[src/hdl/mac_stat_pkg.sv]
// Package for the MAC error statistics counter bank.
// Assumes a 32-bit APB slave with one aligned word per counter.
package mac_stat_pkg;

	// ======================================================================
	// Register map (byte addresses)
	// ======================================================================
	localparam logic [7:0] ADDR_ALIGN = 8'h00;
	localparam logic [7:0] ADDR_DEFER = 8'h04;
	localparam logic [7:0] ADDR_LATE = 8'h08;
	localparam logic [7:0] ADDR_EXCESS_COLLISION_COUNT = 8'h0c;
	localparam logic [7:0] ADDR_UNDR = 8'h10;
	localparam logic [7:0] ADDR_CSERR = 8'h14;
	localparam logic [7:0] ADDR_RES = 8'h18;
	localparam logic [7:0] ADDR_OVR = 8'h1c;
	localparam logic [7:0] ADDR_SYM = 8'h20;
	localparam logic [7:0] ADDR_LONG = 8'h24;
	localparam logic [7:0] ADDR_CFG = 8'h28;

	// ======================================================================
	// Field layout and reset values
	// ======================================================================
	localparam int CFG_BIG_BIT = 8;
	localparam int W8 = 8;
	localparam int W16 = 16;
	localparam logic [15:0] CNT_RST = 16'h0000;
	localparam logic [31:0] CFG_RST = 32'h0000_0000;

	// ======================================================================
	// Frame length bounds in bytes
	// ======================================================================
	localparam logic [15:0] LEN_MIN = 16'h0040;
	localparam logic [15:0] LEN_MAX = 16'h05ee;
	localparam logic [15:0] LEN_MAX_BIG = 16'h0600;

endpackage : mac_stat_pkg

[src/hdl/mac_error_statistics_counters.sv]
// Error statistics counter bank of an Ethernet MAC with an APB register port.
// Assumes transmit and receive logic deliver one-cycle classified frame
// reports synchronous to i_ref_clk; the slave answers without wait states.
//
// Contract
// - 8-bit alignment counter: 64..max bytes, odd bits, CRC bad.
// - Config bit 8 raises the upper length bound from 1518 to 1536.
// - Symbol error in valid-length odd-bit frame also counts alignment.
// - 16-bit deferred counter for frames deferred at first attempt.
// - Deferred counter skips frames with collisions or underrun.
// - 8-bit late collision counter for collisions after 512 bit times.
// - Late collision also reported as ordinary collision.
// - 8-bit excessive collision counter for frames dropped after 16.
// - 8-bit underrun counter for frames lost to transmit DMA underrun.
// - Underrun frame increments no other counter.
// - 8-bit carrier sense error counter for clean transmitted frames.
// - Carrier sense counter updates only in half duplex.
// - Carrier sense error affects nothing but its own counter.
// - 16-bit resource error counter for matched frames without buffer.
// - 8-bit overrun counter for recognised frames lost to DMA overrun.
// - 8-bit symbol error counter for frames with rx_er asserted.
// - Symbol error frame of valid length also counts FCS or alignment.
// - Oversize symbol error frame also reported as jabber.
// - 8-bit long frame counter: oversize, no CRC/alignment/symbol error.
//
// The implementer's own choices: register access over APB and the address map.
`timescale 1ns/100ps
module mac_error_statistics_counters #(
	parameter int ADDR_W = 8
) (
	input wire logic i_ref_clk,
	input wire logic i_rst,
	input wire logic i_ce,
	// APB slave.
	input wire logic i_psel,
	input wire logic i_penable,
	input wire logic i_pwrite,
	input wire logic [ADDR_W-1:0] i_paddr,
	input wire logic [31:0] i_pwdata,
	output logic [31:0] o_prdata,
	output logic o_pready,
	output logic o_pslverr,
	// Transmit frame report, one-cycle pulse at frame end.
	input wire logic i_tx_done,
	input wire logic i_tx_deferred,
	input wire logic i_tx_collided,
	input wire logic i_tx_late_col,
	input wire logic i_tx_excess_col,
	input wire logic i_tx_underrun,
	input wire logic i_tx_crs_lost,
	input wire logic i_full_duplex,
	// Receive frame report, one-cycle pulse at frame end.
	input wire logic i_rx_done,
	input wire logic [15:0] i_rx_len,
	input wire logic i_rx_odd_bits,
	input wire logic i_rx_crc_bad,
	input wire logic i_rx_sym_err,
	input wire logic i_rx_no_buf,
	input wire logic i_rx_overrun,
	// Side reports to neighbouring counters.
	output logic o_collision,
	output logic o_fcs_err,
	output logic o_jabber
);

	// ======================================================================
	// Frame classification
	// ======================================================================
	logic [31:0] cfg_q;
	logic [15:0] max_len;
	logic len_ok, len_long, tx_ok;
	logic inc_align, inc_fcs, inc_jab, inc_defer, inc_late, inc_excess_collision_count;
	logic inc_undr, inc_cse, inc_res, inc_ovr, inc_sym, inc_long;

	// Bounds and per-frame increment decisions.
	always_comb begin
		max_len = cfg_q[mac_stat_pkg::CFG_BIG_BIT] ?
			mac_stat_pkg::LEN_MAX_BIG : mac_stat_pkg::LEN_MAX;
		len_ok = (i_rx_len >= mac_stat_pkg::LEN_MIN) && (i_rx_len <= max_len);
		len_long = i_rx_len > max_len;
		tx_ok = i_tx_done && !i_tx_underrun;
		inc_align = i_rx_done && len_ok && i_rx_odd_bits &&
			(i_rx_crc_bad || i_rx_sym_err);
		inc_fcs = i_rx_done && len_ok && !i_rx_odd_bits &&
			(i_rx_crc_bad || i_rx_sym_err);
		inc_jab = i_rx_done && len_long &&
			(i_rx_crc_bad || i_rx_odd_bits || i_rx_sym_err);
		inc_long = i_rx_done && len_long && !i_rx_crc_bad &&
			!i_rx_odd_bits && !i_rx_sym_err;
		inc_defer = tx_ok && i_tx_deferred && !i_tx_collided &&
			!i_tx_late_col && !i_tx_excess_col;
		inc_late = tx_ok && i_tx_late_col;
		inc_excess_collision_count = tx_ok && i_tx_excess_col;
		inc_undr = i_tx_done && i_tx_underrun;
		// Only its own counter sees the carrier sense error.
		inc_cse = tx_ok && i_tx_crs_lost && !i_full_duplex &&
			!i_tx_collided && !i_tx_late_col;
		inc_res = i_rx_done && i_rx_no_buf;
		inc_ovr = i_rx_done && i_rx_overrun;
		inc_sym = i_rx_done && i_rx_sym_err;
	end

	// ======================================================================
	// Counter bank
	// ======================================================================
	localparam int N = 10;
	logic [N-1:0] inc;
	logic [N-1:0] wsel;
	logic [15:0] cnt_q [N];
	logic [7:0] offs [N];
	int widths [N];
	logic apb_wr;

	assign inc = {inc_long, inc_sym, inc_ovr, inc_res, inc_cse, inc_undr,
		inc_excess_collision_count, inc_late, inc_defer, inc_align};
	assign apb_wr = i_psel && i_penable && i_pwrite;

	// Offset and width of each counter, in bank order.
	always_comb begin
		offs[0] = mac_stat_pkg::ADDR_ALIGN;
		offs[1] = mac_stat_pkg::ADDR_DEFER;
		offs[2] = mac_stat_pkg::ADDR_LATE;
		offs[3] = mac_stat_pkg::ADDR_EXCESS_COLLISION_COUNT;
		offs[4] = mac_stat_pkg::ADDR_UNDR;
		offs[5] = mac_stat_pkg::ADDR_CSERR;
		offs[6] = mac_stat_pkg::ADDR_RES;
		offs[7] = mac_stat_pkg::ADDR_OVR;
		offs[8] = mac_stat_pkg::ADDR_SYM;
		offs[9] = mac_stat_pkg::ADDR_LONG;
		for (int k = 0; k < N; k++) begin
			widths[k] = mac_stat_pkg::W8;
		end
		widths[1] = mac_stat_pkg::W16;
		widths[6] = mac_stat_pkg::W16;
	end

	// Each counter wraps at its own width; a software write wins the cycle.
	for (genvar g = 0; g < N; g++) begin : g_cnt
		logic [15:0] mask;
		assign mask = (widths[g] == mac_stat_pkg::W16) ? 16'hffff : 16'h00ff;
		assign wsel[g] = apb_wr && (i_paddr[7:0] == offs[g]);
		always_ff @(posedge i_ref_clk) begin
			if (i_rst) begin
				cnt_q[g] <= mac_stat_pkg::CNT_RST;
			end else if (i_ce) begin
				if (wsel[g]) begin
					cnt_q[g] <= i_pwdata[15:0] & mask;
				end else if (inc[g]) begin
					cnt_q[g] <= (cnt_q[g] + 16'h0001) & mask;
				end
			end
		end
	end

	// ======================================================================
	// APB slave
	// ======================================================================
	logic hit;
	logic [31:0] rdata;

	// Read mux; unused upper counter bits are zero and unmapped reads give zero.
	always_comb begin
		hit = 1'b0;
		rdata = 32'h0000_0000;
		for (int k = 0; k < N; k++) begin
			if (i_paddr[7:0] == offs[k]) begin
				hit = 1'b1;
				rdata = {16'h0000, cnt_q[k]};
			end
		end
		if (i_paddr[7:0] == mac_stat_pkg::ADDR_CFG) begin
			hit = 1'b1;
			rdata = cfg_q;
		end
	end

	// Configuration register holds the big-frame enable bit.
	always_ff @(posedge i_ref_clk) begin
		if (i_rst) begin
			cfg_q <= mac_stat_pkg::CFG_RST;
		end else if (i_ce && apb_wr &&
			i_paddr[7:0] == mac_stat_pkg::ADDR_CFG) begin
			cfg_q <= i_pwdata;
		end
	end

	// Answer in the first access cycle; pready is a one-cycle pulse.
	always_ff @(posedge i_ref_clk) begin
		if (i_rst) begin
			o_pready <= 1'b0;
			o_pslverr <= 1'b0;
			o_prdata <= 32'h0000_0000;
		end else if (i_ce) begin
			o_pready <= i_psel && !i_penable;
			o_pslverr <= i_psel && !i_penable && !hit;
			o_prdata <= (i_psel && !i_penable && !i_pwrite) ? rdata : 32'h0;
		end
	end

	// ======================================================================
	// Side reports
	// ======================================================================
	// Collision, FCS and jabber pulses for the neighbouring counters.
	always_ff @(posedge i_ref_clk) begin
		if (i_rst) begin
			o_collision <= 1'b0;
			o_fcs_err <= 1'b0;
			o_jabber <= 1'b0;
		end else if (i_ce) begin
			o_collision <= tx_ok && (i_tx_collided || i_tx_late_col);
			o_fcs_err <= inc_fcs;
			o_jabber <= inc_jab;
		end
	end

	// ======================================================================
	// Assertions
	// ======================================================================
	// Each counter is watched from the frame report flags it depends on.

	// A bad-CRC odd-bit frame of valid length steps the alignment count.
	AST_ALIGN_INC: assert property (
		@(posedge i_ref_clk) disable iff (i_rst)
		i_ce && inc_align && !wsel[0] |=> cnt_q[0] ==
		(($past(cnt_q[0]) + 16'h0001) & 16'h00ff))
		else $error("alignment counter did not step");

	// With the big-frame bit set a 1536-byte frame is still valid length.
	AST_BIG_LEN: assert property (
		@(posedge i_ref_clk) disable iff (i_rst)
		cfg_q[mac_stat_pkg::CFG_BIG_BIT] && i_rx_done &&
		i_rx_len == mac_stat_pkg::LEN_MAX_BIG && i_rx_crc_bad &&
		i_rx_odd_bits |-> inc_align)
		else $error("big frame not counted with the bit set");

	// Without the big-frame bit anything past 1518 bytes is oversize.
	AST_STD_LEN: assert property (
		@(posedge i_ref_clk) disable iff (i_rst)
		!cfg_q[mac_stat_pkg::CFG_BIG_BIT] && i_rx_done &&
		i_rx_len > mac_stat_pkg::LEN_MAX |-> !inc_align && !inc_fcs)
		else $error("oversize frame counted as valid length");

	// A symbol error in an odd-bit valid frame counts as alignment.
	AST_SYM_ALIGN: assert property (
		@(posedge i_ref_clk) disable iff (i_rst)
		i_rx_done && len_ok && i_rx_odd_bits && i_rx_sym_err |-> inc_align)
		else $error("symbol error not counted as alignment");

	// A clean deferred frame steps the deferred count.
	AST_DEFER_INC: assert property (
		@(posedge i_ref_clk) disable iff (i_rst)
		i_ce && i_tx_done && i_tx_deferred && !i_tx_collided &&
		!i_tx_late_col && !i_tx_excess_col && !i_tx_underrun && !wsel[1]
		|=> cnt_q[1] == $past(cnt_q[1]) + 16'h0001)
		else $error("deferred counter did not step");

	// Collided or underrun frames never reach the deferred count.
	AST_DEFER_CLEAN: assert property (
		@(posedge i_ref_clk) disable iff (i_rst)
		inc_defer |-> !i_tx_collided && !i_tx_underrun && !i_tx_late_col)
		else $error("deferred counted on dirty frame");

	// A late collision steps the late collision count.
	AST_LATE_INC: assert property (
		@(posedge i_ref_clk) disable iff (i_rst)
		i_ce && i_tx_done && i_tx_late_col && !i_tx_underrun &&
		!wsel[2] |=> cnt_q[2] == (($past(cnt_q[2]) + 16'h0001) & 16'h00ff))
		else $error("late collision counter did not step");

	// A late collision is also reported as an ordinary collision.
	AST_LATE_BOTH: assert property (
		@(posedge i_ref_clk) disable iff (i_rst)
		i_ce && inc_late |=> o_collision)
		else $error("late collision not reported as collision");

	// A frame abandoned after 16 collisions steps the excessive count.
	AST_EXCESS_COLLISION_COUNT_INC: assert property (
		@(posedge i_ref_clk) disable iff (i_rst)
		i_ce && i_tx_done && i_tx_excess_col && !i_tx_underrun &&
		!wsel[3] |=> cnt_q[3] == (($past(cnt_q[3]) + 16'h0001) & 16'h00ff))
		else $error("excessive collision counter did not step");

	// An underrun frame steps the underrun count.
	AST_UNDR_INC: assert property (
		@(posedge i_ref_clk) disable iff (i_rst)
		i_ce && i_tx_done && i_tx_underrun && !wsel[4] |=>
		cnt_q[4] == (($past(cnt_q[4]) + 16'h0001) & 16'h00ff))
		else $error("underrun counter did not step");

	// An underrun frame touches no other transmit counter.
	AST_UNDR_ONLY: assert property (
		@(posedge i_ref_clk) disable iff (i_rst)
		i_tx_done && i_tx_underrun |-> !inc_late && !inc_excess_collision_count &&
		!inc_defer && !inc_cse)
		else $error("underrun frame counted elsewhere");

	// An underrun frame raises no collision report either.
	AST_UNDR_NOCOL: assert property (
		@(posedge i_ref_clk) disable iff (i_rst)
		i_ce && i_tx_done && i_tx_underrun |=> !o_collision)
		else $error("underrun frame reported as collision");

	// A clean half-duplex frame with carrier trouble steps its count.
	AST_CSE_INC: assert property (
		@(posedge i_ref_clk) disable iff (i_rst)
		i_ce && i_tx_done && i_tx_crs_lost && !i_tx_collided &&
		!i_tx_late_col && !i_tx_underrun && !i_full_duplex && !wsel[5]
		|=> cnt_q[5] == (($past(cnt_q[5]) + 16'h0001) & 16'h00ff))
		else $error("carrier sense counter did not step");

	// In full duplex the carrier sense count stands still.
	AST_CSE_HALF: assert property (
		@(posedge i_ref_clk) disable iff (i_rst)
		i_full_duplex && !wsel[5] |=> $stable(cnt_q[5]))
		else $error("carrier sense counter moved in full duplex");

	// Carrier trouble does not stop a deferred frame being counted.
	AST_CSE_ALONE: assert property (
		@(posedge i_ref_clk) disable iff (i_rst)
		i_ce && i_tx_done && i_tx_crs_lost && i_tx_deferred &&
		!i_tx_collided && !i_tx_late_col && !i_tx_excess_col &&
		!i_tx_underrun && !wsel[1]
		|=> cnt_q[1] == $past(cnt_q[1]) + 16'h0001)
		else $error("carrier sense error changed the deferred count");

	// A matched frame without a buffer steps the resource count.
	AST_RES_INC: assert property (
		@(posedge i_ref_clk) disable iff (i_rst)
		i_ce && i_rx_done && i_rx_no_buf && !wsel[6] |=>
		cnt_q[6] == $past(cnt_q[6]) + 16'h0001)
		else $error("resource counter did not step");

	// A frame lost to receive overrun steps the overrun count.
	AST_OVR_INC: assert property (
		@(posedge i_ref_clk) disable iff (i_rst)
		i_ce && i_rx_done && i_rx_overrun && !wsel[7] |=>
		cnt_q[7] == (($past(cnt_q[7]) + 16'h0001) & 16'h00ff))
		else $error("overrun counter did not step");

	// A frame with a symbol error steps the symbol count.
	AST_SYM_INC: assert property (
		@(posedge i_ref_clk) disable iff (i_rst)
		i_ce && i_rx_done && i_rx_sym_err && !wsel[8] |=>
		cnt_q[8] == (($past(cnt_q[8]) + 16'h0001) & 16'h00ff))
		else $error("symbol counter did not step");

	// A symbol error in an integral valid frame is an FCS error too.
	AST_FCS_PULSE: assert property (
		@(posedge i_ref_clk) disable iff (i_rst)
		i_ce && i_rx_done && len_ok && !i_rx_odd_bits && i_rx_sym_err
		|=> o_fcs_err)
		else $error("symbol error not reported as FCS error");

	// A symbol error in an oversize frame is reported as jabber.
	AST_JAB_PULSE: assert property (
		@(posedge i_ref_clk) disable iff (i_rst)
		i_ce && i_rx_done && len_long && i_rx_sym_err |=> o_jabber)
		else $error("oversize symbol error not reported as jabber");

	// A clean oversize frame steps the long frame count.
	AST_LONG_INC: assert property (
		@(posedge i_ref_clk) disable iff (i_rst)
		i_ce && i_rx_done && len_long && !i_rx_crc_bad && !i_rx_odd_bits &&
		!i_rx_sym_err && !wsel[9]
		|=> cnt_q[9] == (($past(cnt_q[9]) + 16'h0001) & 16'h00ff))
		else $error("long frame counter did not step");

	// A long frame is never also an error frame.
	AST_LONG: assert property (
		@(posedge i_ref_clk) disable iff (i_rst)
		inc_long |-> !inc_jab && !inc_align && !inc_fcs)
		else $error("long frame double classified");

	// A write loads the counter with the low bits of the write data.
	AST_WRITE: assert property (
		@(posedge i_ref_clk) disable iff (i_rst)
		i_ce && wsel[0] |=> cnt_q[0] == {8'h00, $past(i_pwdata[7:0])})
		else $error("write did not load the counter");

	// An 8-bit counter never shows bits above its width.
	AST_UPPER0: assert property (
		@(posedge i_ref_clk) disable iff (i_rst)
		cnt_q[8][15:8] == 8'h00)
		else $error("8-bit counter upper bits set");

	// Reset clears the alignment and resource counters and the configuration.
	AST_RESET: assert property (
		@(posedge i_ref_clk)
		i_rst |=> cnt_q[6] == 16'h0000 && cnt_q[0] == 16'h0000 &&
		cfg_q == mac_stat_pkg::CFG_RST)
		else $error("counters not cleared by reset");

	// Main scenarios that the bench is expected to reach.
	COV_ALIGN: cover property (@(posedge i_ref_clk) inc_align);
	COV_LATE: cover property (@(posedge i_ref_clk) inc_late);
	COV_JAB: cover property (@(posedge i_ref_clk) inc_jab);
	COV_WRITE: cover property (@(posedge i_ref_clk) apb_wr && o_pready);
	COV_CSE: cover property (@(posedge i_ref_clk) inc_cse);

endmodule : mac_error_statistics_counters

[config.mk]
export PLATFORM = sky130hd
export DESIGN_NAME = mac_error_statistics_counters
export DESIGN_NICKNAME = d
export VERILOG_FILES = /design/src/hdl/mac_stat_pkg.sv /design/src/hdl/mac_error_statistics_counters.sv
export SDC_FILE = /design/constraint.sdc
export NUM_CORES = 1
export LEC_CHECK = 0
export BUFFER_PORTS_ARGS = -buffer_cell sky130_fd_sc_hd__buf_4
export CORE_MARGIN = 2
export CORE_UTILIZATION = 47
export DETAILED_ROUTE_END_ITERATION = 10
export PLACE_DENSITY = 0.67
export SLEW_MARGIN = 20
export SYNTH_ARGS = -nofsm -noshare
export SYNTH_HDL_FRONTEND = slang
export SYNTH_SLANG_ARGS = --single-unit
[constraint.sdc]
create_clock -name i_ref_clk -period 7.5 [get_ports i_ref_clk]
set_input_delay 0.75 -clock i_ref_clk [delete_from_list [all_inputs] [get_ports i_ref_clk]]
set_output_delay 0.75 -clock i_ref_clk [all_outputs]
set_load 0.02 [all_outputs]
### After elaboration in Yosys (flattened, before gate mapping)

Memory sizes are Yosys's and may differ from the RTL's.
Index checks and enable logic that the tools add are counted.

| storage, ports and cells | value |
|---|---|
| input port bits | 76 |
| memory bits (writable) | 160 |
| word-level logic and storage cells | 247 |
| output and inout port bits | 37 |
| memories kept | 1 |
| register bits after elaboration | 69 |

| cells by class | value |
|---|---|
| add/sub/neg operators | 10 |
| bitwise gates (word level) | 20 |
| magnitude comparators | 3 |
| reduce and logical (&&, ||, !) cells | 60 |
| muxes and demuxes | 136 |
| equal/unequal tests | 10 |

Memory list:

| memory | depth | bits a word | rd ports | clocked after Yosys merged registers in | write ports | RTL line | text |
|---|---|---|---|---|---|---|---|
| cnt_q | 10 | 16 | 10 | 0 | 10 | mac_error_statistics_counters.sv:109 | `logic [15:0] cnt_q [N];` |

Operator list:

| operator | number |
|---|---|
| 32-bit 2-to-1 mux | 11 |
| 16-bit 2-to-1 mux | 21 |
| 1-bit 2-to-1 mux | 103 |
| 8-bit by 1-bit adder with 8-bit output, second input constant | 8 |
| 1-bit logical AND | 44 |
| 16-bit by 1-bit adder with 16-bit output, second input constant | 2 |
| 8-bit by 5-bit == test with 1-bit output, second input constant | 4 |
| 8-bit by 6-bit == test with 1-bit output, second input constant | 3 |
| 1-bit bitwise OR | 20 |
| 8-bit by 4-bit == test with 1-bit output, second input constant | 2 |
| 16-bit by 7-bit greater-or-equal comparator with 1-bit output, second input constant | 1 |
| 16-bit by 11-bit > comparator with 1-bit output | 1 |
| 16-bit by 11-bit <= comparator with 1-bit output | 1 |
| 1-bit logical NOT | 11 |
| 10-bit 2-to-1 mux | 1 |
| 8-bit by 3-bit == test with 1-bit output, second input constant | 1 |
| 8-bit logical NOT | 1 |
| 1-bit logical OR | 4 |

### Depth between registers and ports, before layout

Gate-level depths: netlist of the first run.

| logic depth | value |
|---|---|
| word-level depth | 14 |
| mapped depth | 8 |
| gate-level depth less buffers | 7 |

### Worst setup path after synthesis of the first run

Ideal clock, no wire load.

| timing | value |
|---|---|
| path type | input port to flip-flop |
| start | in i_rx_len[3] |
| end | mem cnt_q[0][0], enable pin |
| library setup time | 0.384 ns |
| arrival | 2.748 ns |
| path buffers | 1 |
| cell stages on the path | 7 |
| slack | 4.368 ns |
| data required time | 7.116 ns |
| cell sequence | ha_1 -> a211o_1 -> o2111ai_1 -> a211oi_1 -> or2_2 -> buf_2 -> o21ai_0 |

RTL lines:

| element | RTL line | text |
|---|---|---|
| start, declared | mac_error_statistics_counters.sv:54 | `input wire logic [15:0] i_rx_len,` |
| end, declared | mac_error_statistics_counters.sv:109 |  |

==> flow_summary.json, run 1 <==
{
  "grt_max_degree": 56,
  "cp_num_buf_inv": 1,
  "grt_pass1_wl_mm": 41.6,
  "cts_sinks": 165,
  "cts_hold_buf": 0,
  "ys_top_cells_by_area": "edfxtp_1 (32%), dfxtp_1 (15%), nand2_1 (8.5%)",
  "rsz0062_at_grt": "no",
  "final_cell_area_mm2": 0.0107,
  "synth_xor_xnor_area_share": 0.0728,
  "port_buffers": 112,
  "multiInputGateArea_mm2": 0.00459,
  "ys_ff_latch": 165,
  "insertion_delay_ns": 0.43,
  "worstPathRequired_ns": 7.53,
  "rows": 51,
  "met3_usage": 0.0437,
  "ctsResizeCount": 0,
  "first_pass_iters": 5,
  "synthCells": 986,
  "leakage_nw": 3.80,
  "crit_chain": "buf_4 > or4b_1 > o2111ai_2 > nand2_1",
  "io_pins": 113,
  "wl_per_cell_um": 20.2,
  "tns_ns": 0,
  "dpl.hpwl_mm": 19.5,
  "cts_max_level": 4,
  "cts_tree": "done",
  "holdCritPathClass": "register to register",
  "clkTransAtPathRegs_ns": 0.07,
  "nFillCells": 1751,
  "die-area_mm2": 0.0206,
  "p_per_area_mw_per_mm2": 191,
  "cts-root-buf": "clkbuf_16",
  "outcome": "finished, final reports clean",
  "slew_headroom": 0.290,
  "synthSimpleGateAreaFrac": 0.195,
  "drt-initial-drc-count": 931,
  "tightest_slew_ns": 1.06,
  "synthesis.area_mm2": 0.00915,
  "areaGrowthSynthToFinish_pct": 17.3,
  "r2r_setup_slack_ns": 4.57,
  "synth_nets": 1080,
  "place_ws_ns": 3.61,
  "synth_common_cells": "nand2_1 (206), o21ai_0 (103), edfxtp_1 (96)",
  "synth_top_flop_cell": "edfxtp_1",
  "overflow": 0,
  "rr_endpoint": "cnt_q[0][0]$_DFFE_PP_",
  "post-route-period-util": 0.415,
  "antenna_found_initial": 0,
  "ff_latch_area_mm2": 0.00426,
  "final_antenna_net_count": 0,
  "startpoint_type": "input port",
  "hold_viol_final": 0,
  "synth_area_leader_cell": "edfxtp_1",
  "cp_slowest_stage_delay_ns": 0.74,
  "rr_startpoint": "cfg_q[8]$_SDFFE_PP0P_",
  "synth_edf_count": 96,
  "clock_path_buffers": 2,
  "gp_congestion": 0.925,
  "final_layout_size_suffix_gt1_frac": 0.173,
  "use_met2": 0.410,
  "synth-compound-area-share": 0.179,
  "num_antenna_cells": 0,
  "synth_top_area_share": 0.315,
  "synth_top_family_by_area": "simple AND/OR/NAND/NOR gates",
  "cp-end-kind": "register",
  "drcViolationCount": 0,
  "synth.most_common_cell": "nand2_1",
  "grtUsageTotal": 0.269,
  "die_height_um": 144,
  "setup_viol_count_final": 0,
  "finalClockSkew_ns": 0.00699,
  "busiest_layer": "met2",
  "path_max_fanout": 36,
  "die_x_um": 144,
  "gr-usage-met1": 0.389,
  "grt_pass1_vias": 7322,
  "async_flop_share": 0,
  "synth_area_per_cell_um2": 9.28,
  "wl_mm": 27.3,
  "core_mm2": 0.0193,
  "placed_area_mm2": 0.0101,
  "synthAdderAreaFrac": 0.0246,
  "crit_family": "simple AND/OR/NAND/NOR gates",
  "initial_core_util": 0.475,
  "finalWorstSetupSlack_ns": 4.39,
  "ir_drop_v": 0.000156,
  "arrival_ns": 3.14,
  "fin_crit_ns": 3.11,
  "ys_types": 68,
  "cts_buffers": 17,
  "min-delay-start": "o_collision$_SDFFE_PP0P_",
  "max_cap_violations": 0,
  "max_freq_mhz": 321,
  "worstHoldEndpoint": "o_collision$_SDFFE_PP0P_",
  "cpMaxStageDelayCell": "or4b_1",
  "via_per_inst": 5.85,
  "post-cts-setup-buffers": 0,
  "timing.hold.ws_ns": 0.442,
  "ys.warnings.count": 0,
  "reg2regPathDepth": 7,
  "vias": 7913,
  "nNetsFinal": 1168,
  "maxSlewViolCount": 0,
  "yosysSeqAreaShare": 0.466,
  "synthMuxAreaShare": 0.0293,
  "critPathKind": "input port to register",
  "min_delay_path_depth": 2
}
placed cells by master (no fill, tap or decap), types with 10 or more instances in the layout:
| master | synthesis | routed |
|---|---|---|
| a21oi_1 | 54 | 54 |
| a22o_1 | 16 | 16 |
| and3_1 | 14 | 14 |
| buf_4 | 4 | 118 |
| clkbuf_16 | 0 | 17 |
| dfxtp_1 | 69 | 69 |
| edfxtp_1 | 96 | 96 |
| ha_1 | 18 | 18 |
| inv_1 | 20 | 20 |
| nand2_1 | 206 | 206 |
| nand3_1 | 49 | 49 |
| nor2_1 | 45 | 44 |
| nor2b_1 | 14 | 14 |
| o21ai_0 | 103 | 102 |
| o21ai_1 | 9 | 10 |
| o2bb2ai_1 | 14 | 14 |
| o31ai_1 | 14 | 14 |
| xnor2_1 | 38 | 38 |
| xor2_1 | 38 | 38 |
stage by stage:
stage / util / instances / power (mW)
floorplan: - / 986 / 1.12
global placement: 0.526 / 1319 / 1.20
detailed placement: 0.526 / 1319 / 1.20
CTS: 0.556 / 1351 / 2.06
global route: 0.557 / 1352 / 2.12
finish: 0.557 / 1352 / 2.05
worst min-delay path: cells and delay by family (launching register included):
family        cells  cell delay [ns]
simple gates      2             0.09
flops             1             0.31
cell type report:
| type | instances | share of cell area |
|---|---|---|
| timing repair buffer | 118 | 0.0826 |
| clock inverter | 15 | 0.0146 |
| tap | 265 | 0.0309 |
| inverter | 20 | 0.00700 |
| sequential | 165 | 0.397 |
| clock buffer | 17 | 0.0397 |
| multi-input combinational | 752 | 0.428 |
how the worst max path moves through the flow:
stage	start	endpoint	slack (ns)	cells after the start
after floorplan	i_rx_len[3]	cnt_q[0][0]$_DFFE_PP_	4.37	7
after global placement	i_paddr[1]	cnt_q[6][12]$_DFFE_PP_	3.74	5
after detailed placement	i_paddr[1]	cnt_q[6][12]$_DFFE_PP_	3.61	5
after CTS	i_paddr[1]	cnt_q[6][12]$_DFFE_PP_	4.07	5
after global routing	i_paddr[2]	cnt_q[1][4]$_DFFE_PP_	4.16	4
final	i_paddr[2]	cnt_q[1][13]$_DFFE_PP_	4.39	4
routing by layer:
layer / wire (um) / share of wire
met3: 2460 / 0.090
met4: 686 / 0.025
met5: 0 / 0
met2: 12300 / 0.45
met1: 11900 / 0.43
kinds of logic after synthesis:
kind of cell,Yosys count
adder cells (fa/ha/maj),18
buffers and inverters,69
flip-flops,165
AO/OA/AOI/OAI,262
XOR/XNOR,76
multiplexers,16
AND/OR/NAND/NOR,380
power breakdown:
group	internal, mW	leakage (nW)	total [mW]	switching (mW)
logic	0.0694	1.96	0.175	0.105
clock network	0.446	0.290	0.868	0.422
registers	0.981	1.55	1.01	0.0299
total	1.50	3.80	2.05	0.557
flip-flops by register name, summed over array words and instances, names as in the netlist:
signal and flops:
o_fcs_err 1, o_collision 1, o_pslverr 1, cnt_q 96, cfg_q 32, o_jabber 1
o_pready 1, o_prdata 32
Power figures use the tool's default switching activity.
==> run 2, diff against run 1 <==
--- a/config.mk
+++ b/config.mk
@@ -9,7 +9,7 @@
 export CORE_MARGIN = 2
 export CORE_UTILIZATION = 47
 export DETAILED_ROUTE_END_ITERATION = 10
-export PLACE_DENSITY = 0.67
+export PLACE_DENSITY = 0.69
 export SLEW_MARGIN = 20
 export SYNTH_ARGS = -nofsm -noshare
 export SYNTH_HDL_FRONTEND = slang
==> constraint.sdc (replaced) <==
create_clock -name i_ref_clk -period 2.6 [get_ports i_ref_clk]
set_input_delay 0.26 -clock i_ref_clk [delete_from_list [all_inputs] [get_ports i_ref_clk]]
set_output_delay 0.26 -clock i_ref_clk [all_outputs]
set_load 0.02 [all_outputs]
==> flow_summary.json, run 2 (synthesized netlist as in run 1, its figures left out) <==
{
  "place_ws_ns": 0.0512,
  "combPwrFrac": 0.090,
  "grt_max_degree": 43,
  "drt-initial-drc-count": 821,
  "maxSlewViolCount": 0,
  "regMostFlops": "cnt_q",
  "dpl.hpwl_mm": 19.9,
  "overflow": 0,
  "clock_power_share": 0.419,
  "die-area_mm2": 0.0206,
  "nNetsFinal": 1204,
  "grt_pass1_wl_mm": 42.0,
  "power.share.switching": 0.270,
  "crit_family": "compound AO/OA/AOI/OAI gates",
  "holdCritPathClass": "input port to register",
  "wl_per_cell_um": 19.9,
  "slew_headroom": 0.500,
  "path_max_fanout": 9,
  "cts-root-buf": "clkbuf_16",
  "reg2regPathDepth": 8,
  "critPathKind": "register to register",
  "reg_top3": "cnt_q (96), cfg_q (32), o_prdata (32)",
  "rsz0062_at_grt": "no",
  "die_height_um": 144,
  "ir_drop_v": 0.000407,
  "largest_register_ff_count": 96,
  "cts_buffers": 17,
  "r2r_setup_slack_ns": 0.18,
  "power.share.sequential": 0.491,
  "fin_crit_ns": 2.42,
  "min-delay-start": "i_pwdata[16]",
  "wl_mm": 27.7,
  "post-cts-setup-buffers": 0,
  "hold_viol_final": 0,
  "port_buffers": 112,
  "cts_max_level": 4,
  "final_layout_size_suffix_gt1_frac": 0.201,
  "die_x_um": 144,
  "rr_endpoint": "cnt_q[0][7]$_DFFE_PP_",
  "worstPathRequired_ns": 2.78,
  "max_cap_violations": 0,
  "post-route-period-util": 0.932,
  "min_delay_path_depth": 3,
  "max_freq_mhz": 413,
  "cts_tree": "done",
  "initial_core_util": 0.475,
  "rows": 51,
  "areaGrowthSynthToFinish_pct": 20.6,
  "io_pins": 113,
  "finalClockSkew_ns": 0.00850,
  "cp-end-kind": "register",
  "num_antenna_cells": 0,
  "p_switching_mw": 1.60,
  "startpoint_type": "register",
  "finalWorstSetupSlack_ns": 0.176,
  "cts_sinks": 165,
  "antenna_found_initial": 0,
  "outcome": "finished, final reports clean",
  "core_mm2": 0.0193,
  "rr_startpoint": "cfg_q[8]$_SDFFE_PP0P_",
  "tightest_slew_ns": 0.745,
  "final_common_cell": "nand2_1",
  "cp_slowest_stage_delay_ns": 0.64,
  "clkTransAtPathRegs_ns": 0.07,
  "first_pass_iters": 5,
  "gp_congestion": 0.992,
  "via_per_inst": 5.88,
  "grt_pass1_vias": 7536,
  "grtUsageTotal": 0.269,
  "insertion_delay_ns": 0.44,
  "setup_viol_count_final": 0,
  "cpMaxStageDelayCell": "a211oi_1",
  "final_antenna_net_count": 0,
  "crit_chain": "inv_1 > ha_1 > o21a_1 > o21ai_0 > a211oi_1 > or2_2 > buf_4 > o31ai_1",
  "vias": 8157,
  "layout_common_cells": "nand2_1 (206), buf_4 (152), o21ai_0 (102)",
  "worstHoldEndpoint": "cfg_q[16]$_SDFFE_PP0P_",
  "p_per_area_mw_per_mm2": 538,
  "drcViolationCount": 0,
  "clock_path_buffers": 2,
  "p_int_mw": 4.34,
  "tns_ns": 0,
  "arrival_ns": 2.60,
  "leakage_nw": 3.98,
  "cp_num_buf_inv": 2,
  "power_mw": 5.94
}
[run 2: per-layer routing]
layer / wire length [um] / part of all wire / GRT usage / vias up
met3: 2840 / 0.10 / 0.0660 / 64
li1: - / - / - / 3821
met2: 12500 / 0.45 / 0.413 / 400
met1: 11500 / 0.42 / 0.372 / 3872
met4: 756 / 0.027 / 0.0949 / 0
met5: 0 / 0 / 0 / -
[run 2: metrics by stage]
stage / utilization / hold WS [ns] / instance area, um2 / std cells
after floorplan: - / 0.392 / 9150 / 986
after global placement: 0.542 / 0.429 / 10400 / 1356
after detailed placement: 0.542 / 0.435 / 10400 / 1356
after CTS: 0.572 / 0.0458 / 11000 / 1388
after global routing: 0.573 / 0.0570 / 11000 / 1388
final: 0.573 / 0.0543 / 11000 / 1388
[run 2: worst max-delay path by stage]
| stage | endpoint | start | cells after the start |
|---|---|---|---|
| 6_report | cnt_q[0][7]$_DFFE_PP_ | cfg_q[8]$_SDFFE_PP0P_ | 8 |
| 3_3_place_gp | o_prdata[8]$_SDFFE_PP0P_ | i_paddr[2] | 8 |
| 3_5_place_dp | cnt_q[9][6]$_DFFE_PP_ | cfg_q[8]$_SDFFE_PP0P_ | 7 |
| 2_1_floorplan | cnt_q[0][0]$_DFFE_PP_ | cfg_q[8]$_SDFFE_PP0P_ | 7 |
| 5_1_grt | cnt_q[0][6]$_DFFE_PP_ | cfg_q[8]$_SDFFE_PP0P_ | 8 |
| 4_1_cts | cnt_q[9][4]$_DFFE_PP_ | cfg_q[8]$_SDFFE_PP0P_ | 7 |
[run 2: cell type report]
class / count / area [um2]
Multi-Input combinational cell: 752 / 4600
Fill cell: 1766 / 8240
Clock inverter: 15 / 159
Inverter: 20 / 75.1
Clock buffer: 17 / 425
Tap cell: 265 / 332
Sequential cell: 165 / 4270
Timing Repair Buffer: 154 / 1180
[run 2: power by group through the flow]
stage	Combinational (mW)	Sequential, mW	Clock (mW)
2_1_floorplan	0.272	2.95	0
3_3_place_gp	0.514	2.97	0
3_5_place_dp	0.517	2.97	0
4_1_cts	0.521	2.91	2.52
5_1_grt	0.565	2.92	2.63
6_report	0.533	2.92	2.49
[run 2: timing repair]
action,4_1_cts,5_1_grt
gates resized for setup,0,1
hold buffers,0,0
endpoints found under the setup margin,0,1
hold endpoints to repair,0,0
[run 2: worst min-delay path: cells and delay by family]
kind                   cells  cell delay [ns]
buffers and inverters      1             0.11
AO/OA/AOI/OAI              1             0.05
AND/OR/NAND/NOR            1             0.04
==> run 3, diff against run 2 <==
--- a/config.mk
+++ b/config.mk
@@ -6,10 +6,12 @@
 export NUM_CORES = 1
 export LEC_CHECK = 0
 export BUFFER_PORTS_ARGS = -buffer_cell sky130_fd_sc_hd__buf_4
+export CELL_PAD_IN_SITES_DETAIL_PLACEMENT = 0
+export CELL_PAD_IN_SITES_GLOBAL_PLACEMENT = 2
 export CORE_MARGIN = 2
-export CORE_UTILIZATION = 47
+export CORE_UTILIZATION = 33
 export DETAILED_ROUTE_END_ITERATION = 10
-export PLACE_DENSITY = 0.69
+export PLACE_DENSITY_LB_ADDON = 0.1
 export SLEW_MARGIN = 20
 export SYNTH_ARGS = -nofsm -noshare
 export SYNTH_HDL_FRONTEND = slang
==> flow_summary.json, run 3 (synthesized netlist as in run 1, its figures left out) <==
{
  "cts_sinks": 165,
  "cts-root-buf": "clkbuf_16",
  "crit_family": "compound AO/OA/AOI/OAI gates",
  "wl_per_cell_um": 21.6,
  "critPathKind": "register to register",
  "worstPathRequired_ns": 2.84,
  "regMostFlops": "cnt_q",
  "place_ws_ns": 0.148,
  "slew_headroom": 0.412,
  "cpMaxStageDelayCell": "dfxtp_2",
  "ir_drop_v": 0.000396,
  "vias": 7942,
  "cp-end-kind": "register",
  "die-area_mm2": 0.0291,
  "clock_path_buffers": 2,
  "fin_crit_ns": 2.38,
  "crit_chain": "inv_1 > ha_1 > a211o_1 > a21oi_1 > a211oi_2 > or2_2 > buf_4 > o31ai_1",
  "hold_viol_final": 0,
  "holdCritPathClass": "input port to register",
  "cts_buffers": 17,
  "tns_ns": 0,
  "largest_register_ff_count": 96,
  "num_antenna_cells": 0,
  "placed_cells": 1468,
  "dpl.hpwl_mm": 23.3,
  "p_per_area_mw_per_mm2": 559,
  "leakage_nw": 4.05,
  "initial_core_util": 0.338,
  "outcome": "finished, final reports clean",
  "drcViolationCount": 0,
  "rows": 60,
  "overflow": 0,
  "path_max_fanout": 9,
  "areaGrowthSynthToFinish_pct": 23.2,
  "met3_usage": 0.0352,
  "finalWorstSetupSlack_ns": 0.220,
  "final_layout_size_suffix_gt1_frac": 0.205,
  "cp_slowest_stage_delay_ns": 0.43,
  "power_mw": 6.30,
  "insertion_delay_ns": 0.44,
  "arrival_ns": 2.62,
  "max_freq_mhz": 420,
  "tightest_slew_ns": 0.881,
  "cts_tree": "done",
  "layout_common_cells": "nand2_1 (206), buf_4 (157), o21ai_0 (102)",
  "io_pins": 113,
  "drt-initial-drc-count": 732,
  "grt_max_degree": 34,
  "max_cap_violations": 0,
  "rsz0062_at_grt": "no",
  "cp_num_buf_inv": 2,
  "placed_area_mm2": 0.0106,
  "wl_mm": 32.4,
  "gr-usage-met1": 0.335,
  "setup_viol_count_final": 0,
  "antenna_found_initial": 1,
  "grt_pass1_vias": 7627,
  "die_x_um": 170,
  "final_antenna_net_count": 0,
  "final_common_cell": "nand2_1",
  "final_cell_area_mm2": 0.0113,
  "nNetsFinal": 1209,
  "layout.cells.non_filler": 1500,
  "finalClockSkew_ns": 0.0152,
  "port_buffers": 112,
  "core_mm2": 0.0271,
  "clkTransAtPathRegs_ns": 0.07,
  "gp_congestion": 0.888,
  "grt_pass1_wl_mm": 48.9,
  "busiest_layer": "met2",
  "grtUsageTotal": 0.228,
  "first_pass_iters": 5,
  "reg_top3": "cnt_q (96), cfg_q (32), o_prdata (32)",
  "use_met2": 0.349,
  "cts_max_level": 4,
  "startpoint_type": "register",
  "post-route-period-util": 0.915,
  "die_height_um": 170,
  "maxSlewViolCount": 0,
  "post-cts-setup-buffers": 0,
  "via_per_inst": 5.29
}
==> run 3: changes by cell type in the layout (fill, tap and decap cells not counted), moves of 2 or more <==
cell and change:
clkinv_8 -2, clkbuf_16 +3, buf_4 +5, clkinv_4 +2
inv_8 -2, inv_6 -2
==> run 3: layout make-up <==
cell class / count / area (um2)
fill: 2795 / 15800
clock buffer: 21 / 514
timing repair buffer: 159 / 1220
inverter: 20 / 75.1
sequential: 165 / 4270
clock inverter: 11 / 139
tap: 372 / 465
multi-input combinational: 752 / 4590
==> run 3: per-layer routing <==
| layer | vias up | routed length (um) | share of wire |
|---|---|---|---|
| li1 | 3821 | - | - |
| met1 | 3862 | 15600 | 0.48 |
| met3 | 32 | 1890 | 0.058 |
| met2 | 225 | 14400 | 0.45 |
| met4 | 2 | 461 | 0.014 |
| met5 | - | 17 | 0.00052 |
==> run 3: what timing repair did <==
action / in CTS / in global routing
hold buffers: 0 / 0
gates resized for setup: 0 / 2
setup endpoints to repair: 0 / 20
==> run 3: worst reg2reg max path, stage by stage (launching register included) <==
cell	delay, ns
dfxtp_2	0.43
inv_1	0.09
ha_1	0.31
a211o_1	0.26
a21oi_1	0.18
a211oi_2	0.13
or2_2	0.35
buf_4	0.18
o31ai_1	0.27
==> run 3: worst paths after layout <==
kind                               to                      from  slack [ns]  depth (start not counted)
max             cnt_q[0][5]$_DFFE_PP_     cfg_q[8]$_SDFFE_PP0P_        0.22                          8
min reg2reg  o_collision$_SDFFE_PP0P_  o_collision$_SDFFE_PP0P_        0.45                          2
max reg2reg     cnt_q[0][5]$_DFFE_PP_     cfg_q[8]$_SDFFE_PP0P_        0.22                          8
min            cfg_q[17]$_SDFFE_PP0P_              i_pwdata[17]        0.06                          3
==> run 3: through the flow <==
step / util / hold WS (ns)
after floorplan: - / 0.392
after global placement: 0.392 / 0.434
after detailed placement: 0.392 / 0.441
after CTS: 0.416 / 0.0483
after global routing: 0.416 / 0.0630
final: 0.416 / 0.0649
==> run 3: report_power, final <==
| group | internal (mW) | total, mW | leakage (nW) | switching, mW |
|---|---|---|---|---|
| clock network | 1.60 | 2.82 | 0.327 | 1.22 |
| logic | 0.222 | 0.552 | 2.17 | 0.330 |
| registers | 2.83 | 2.92 | 1.55 | 0.0893 |
| total | 4.66 | 6.30 | 4.05 | 1.64 |
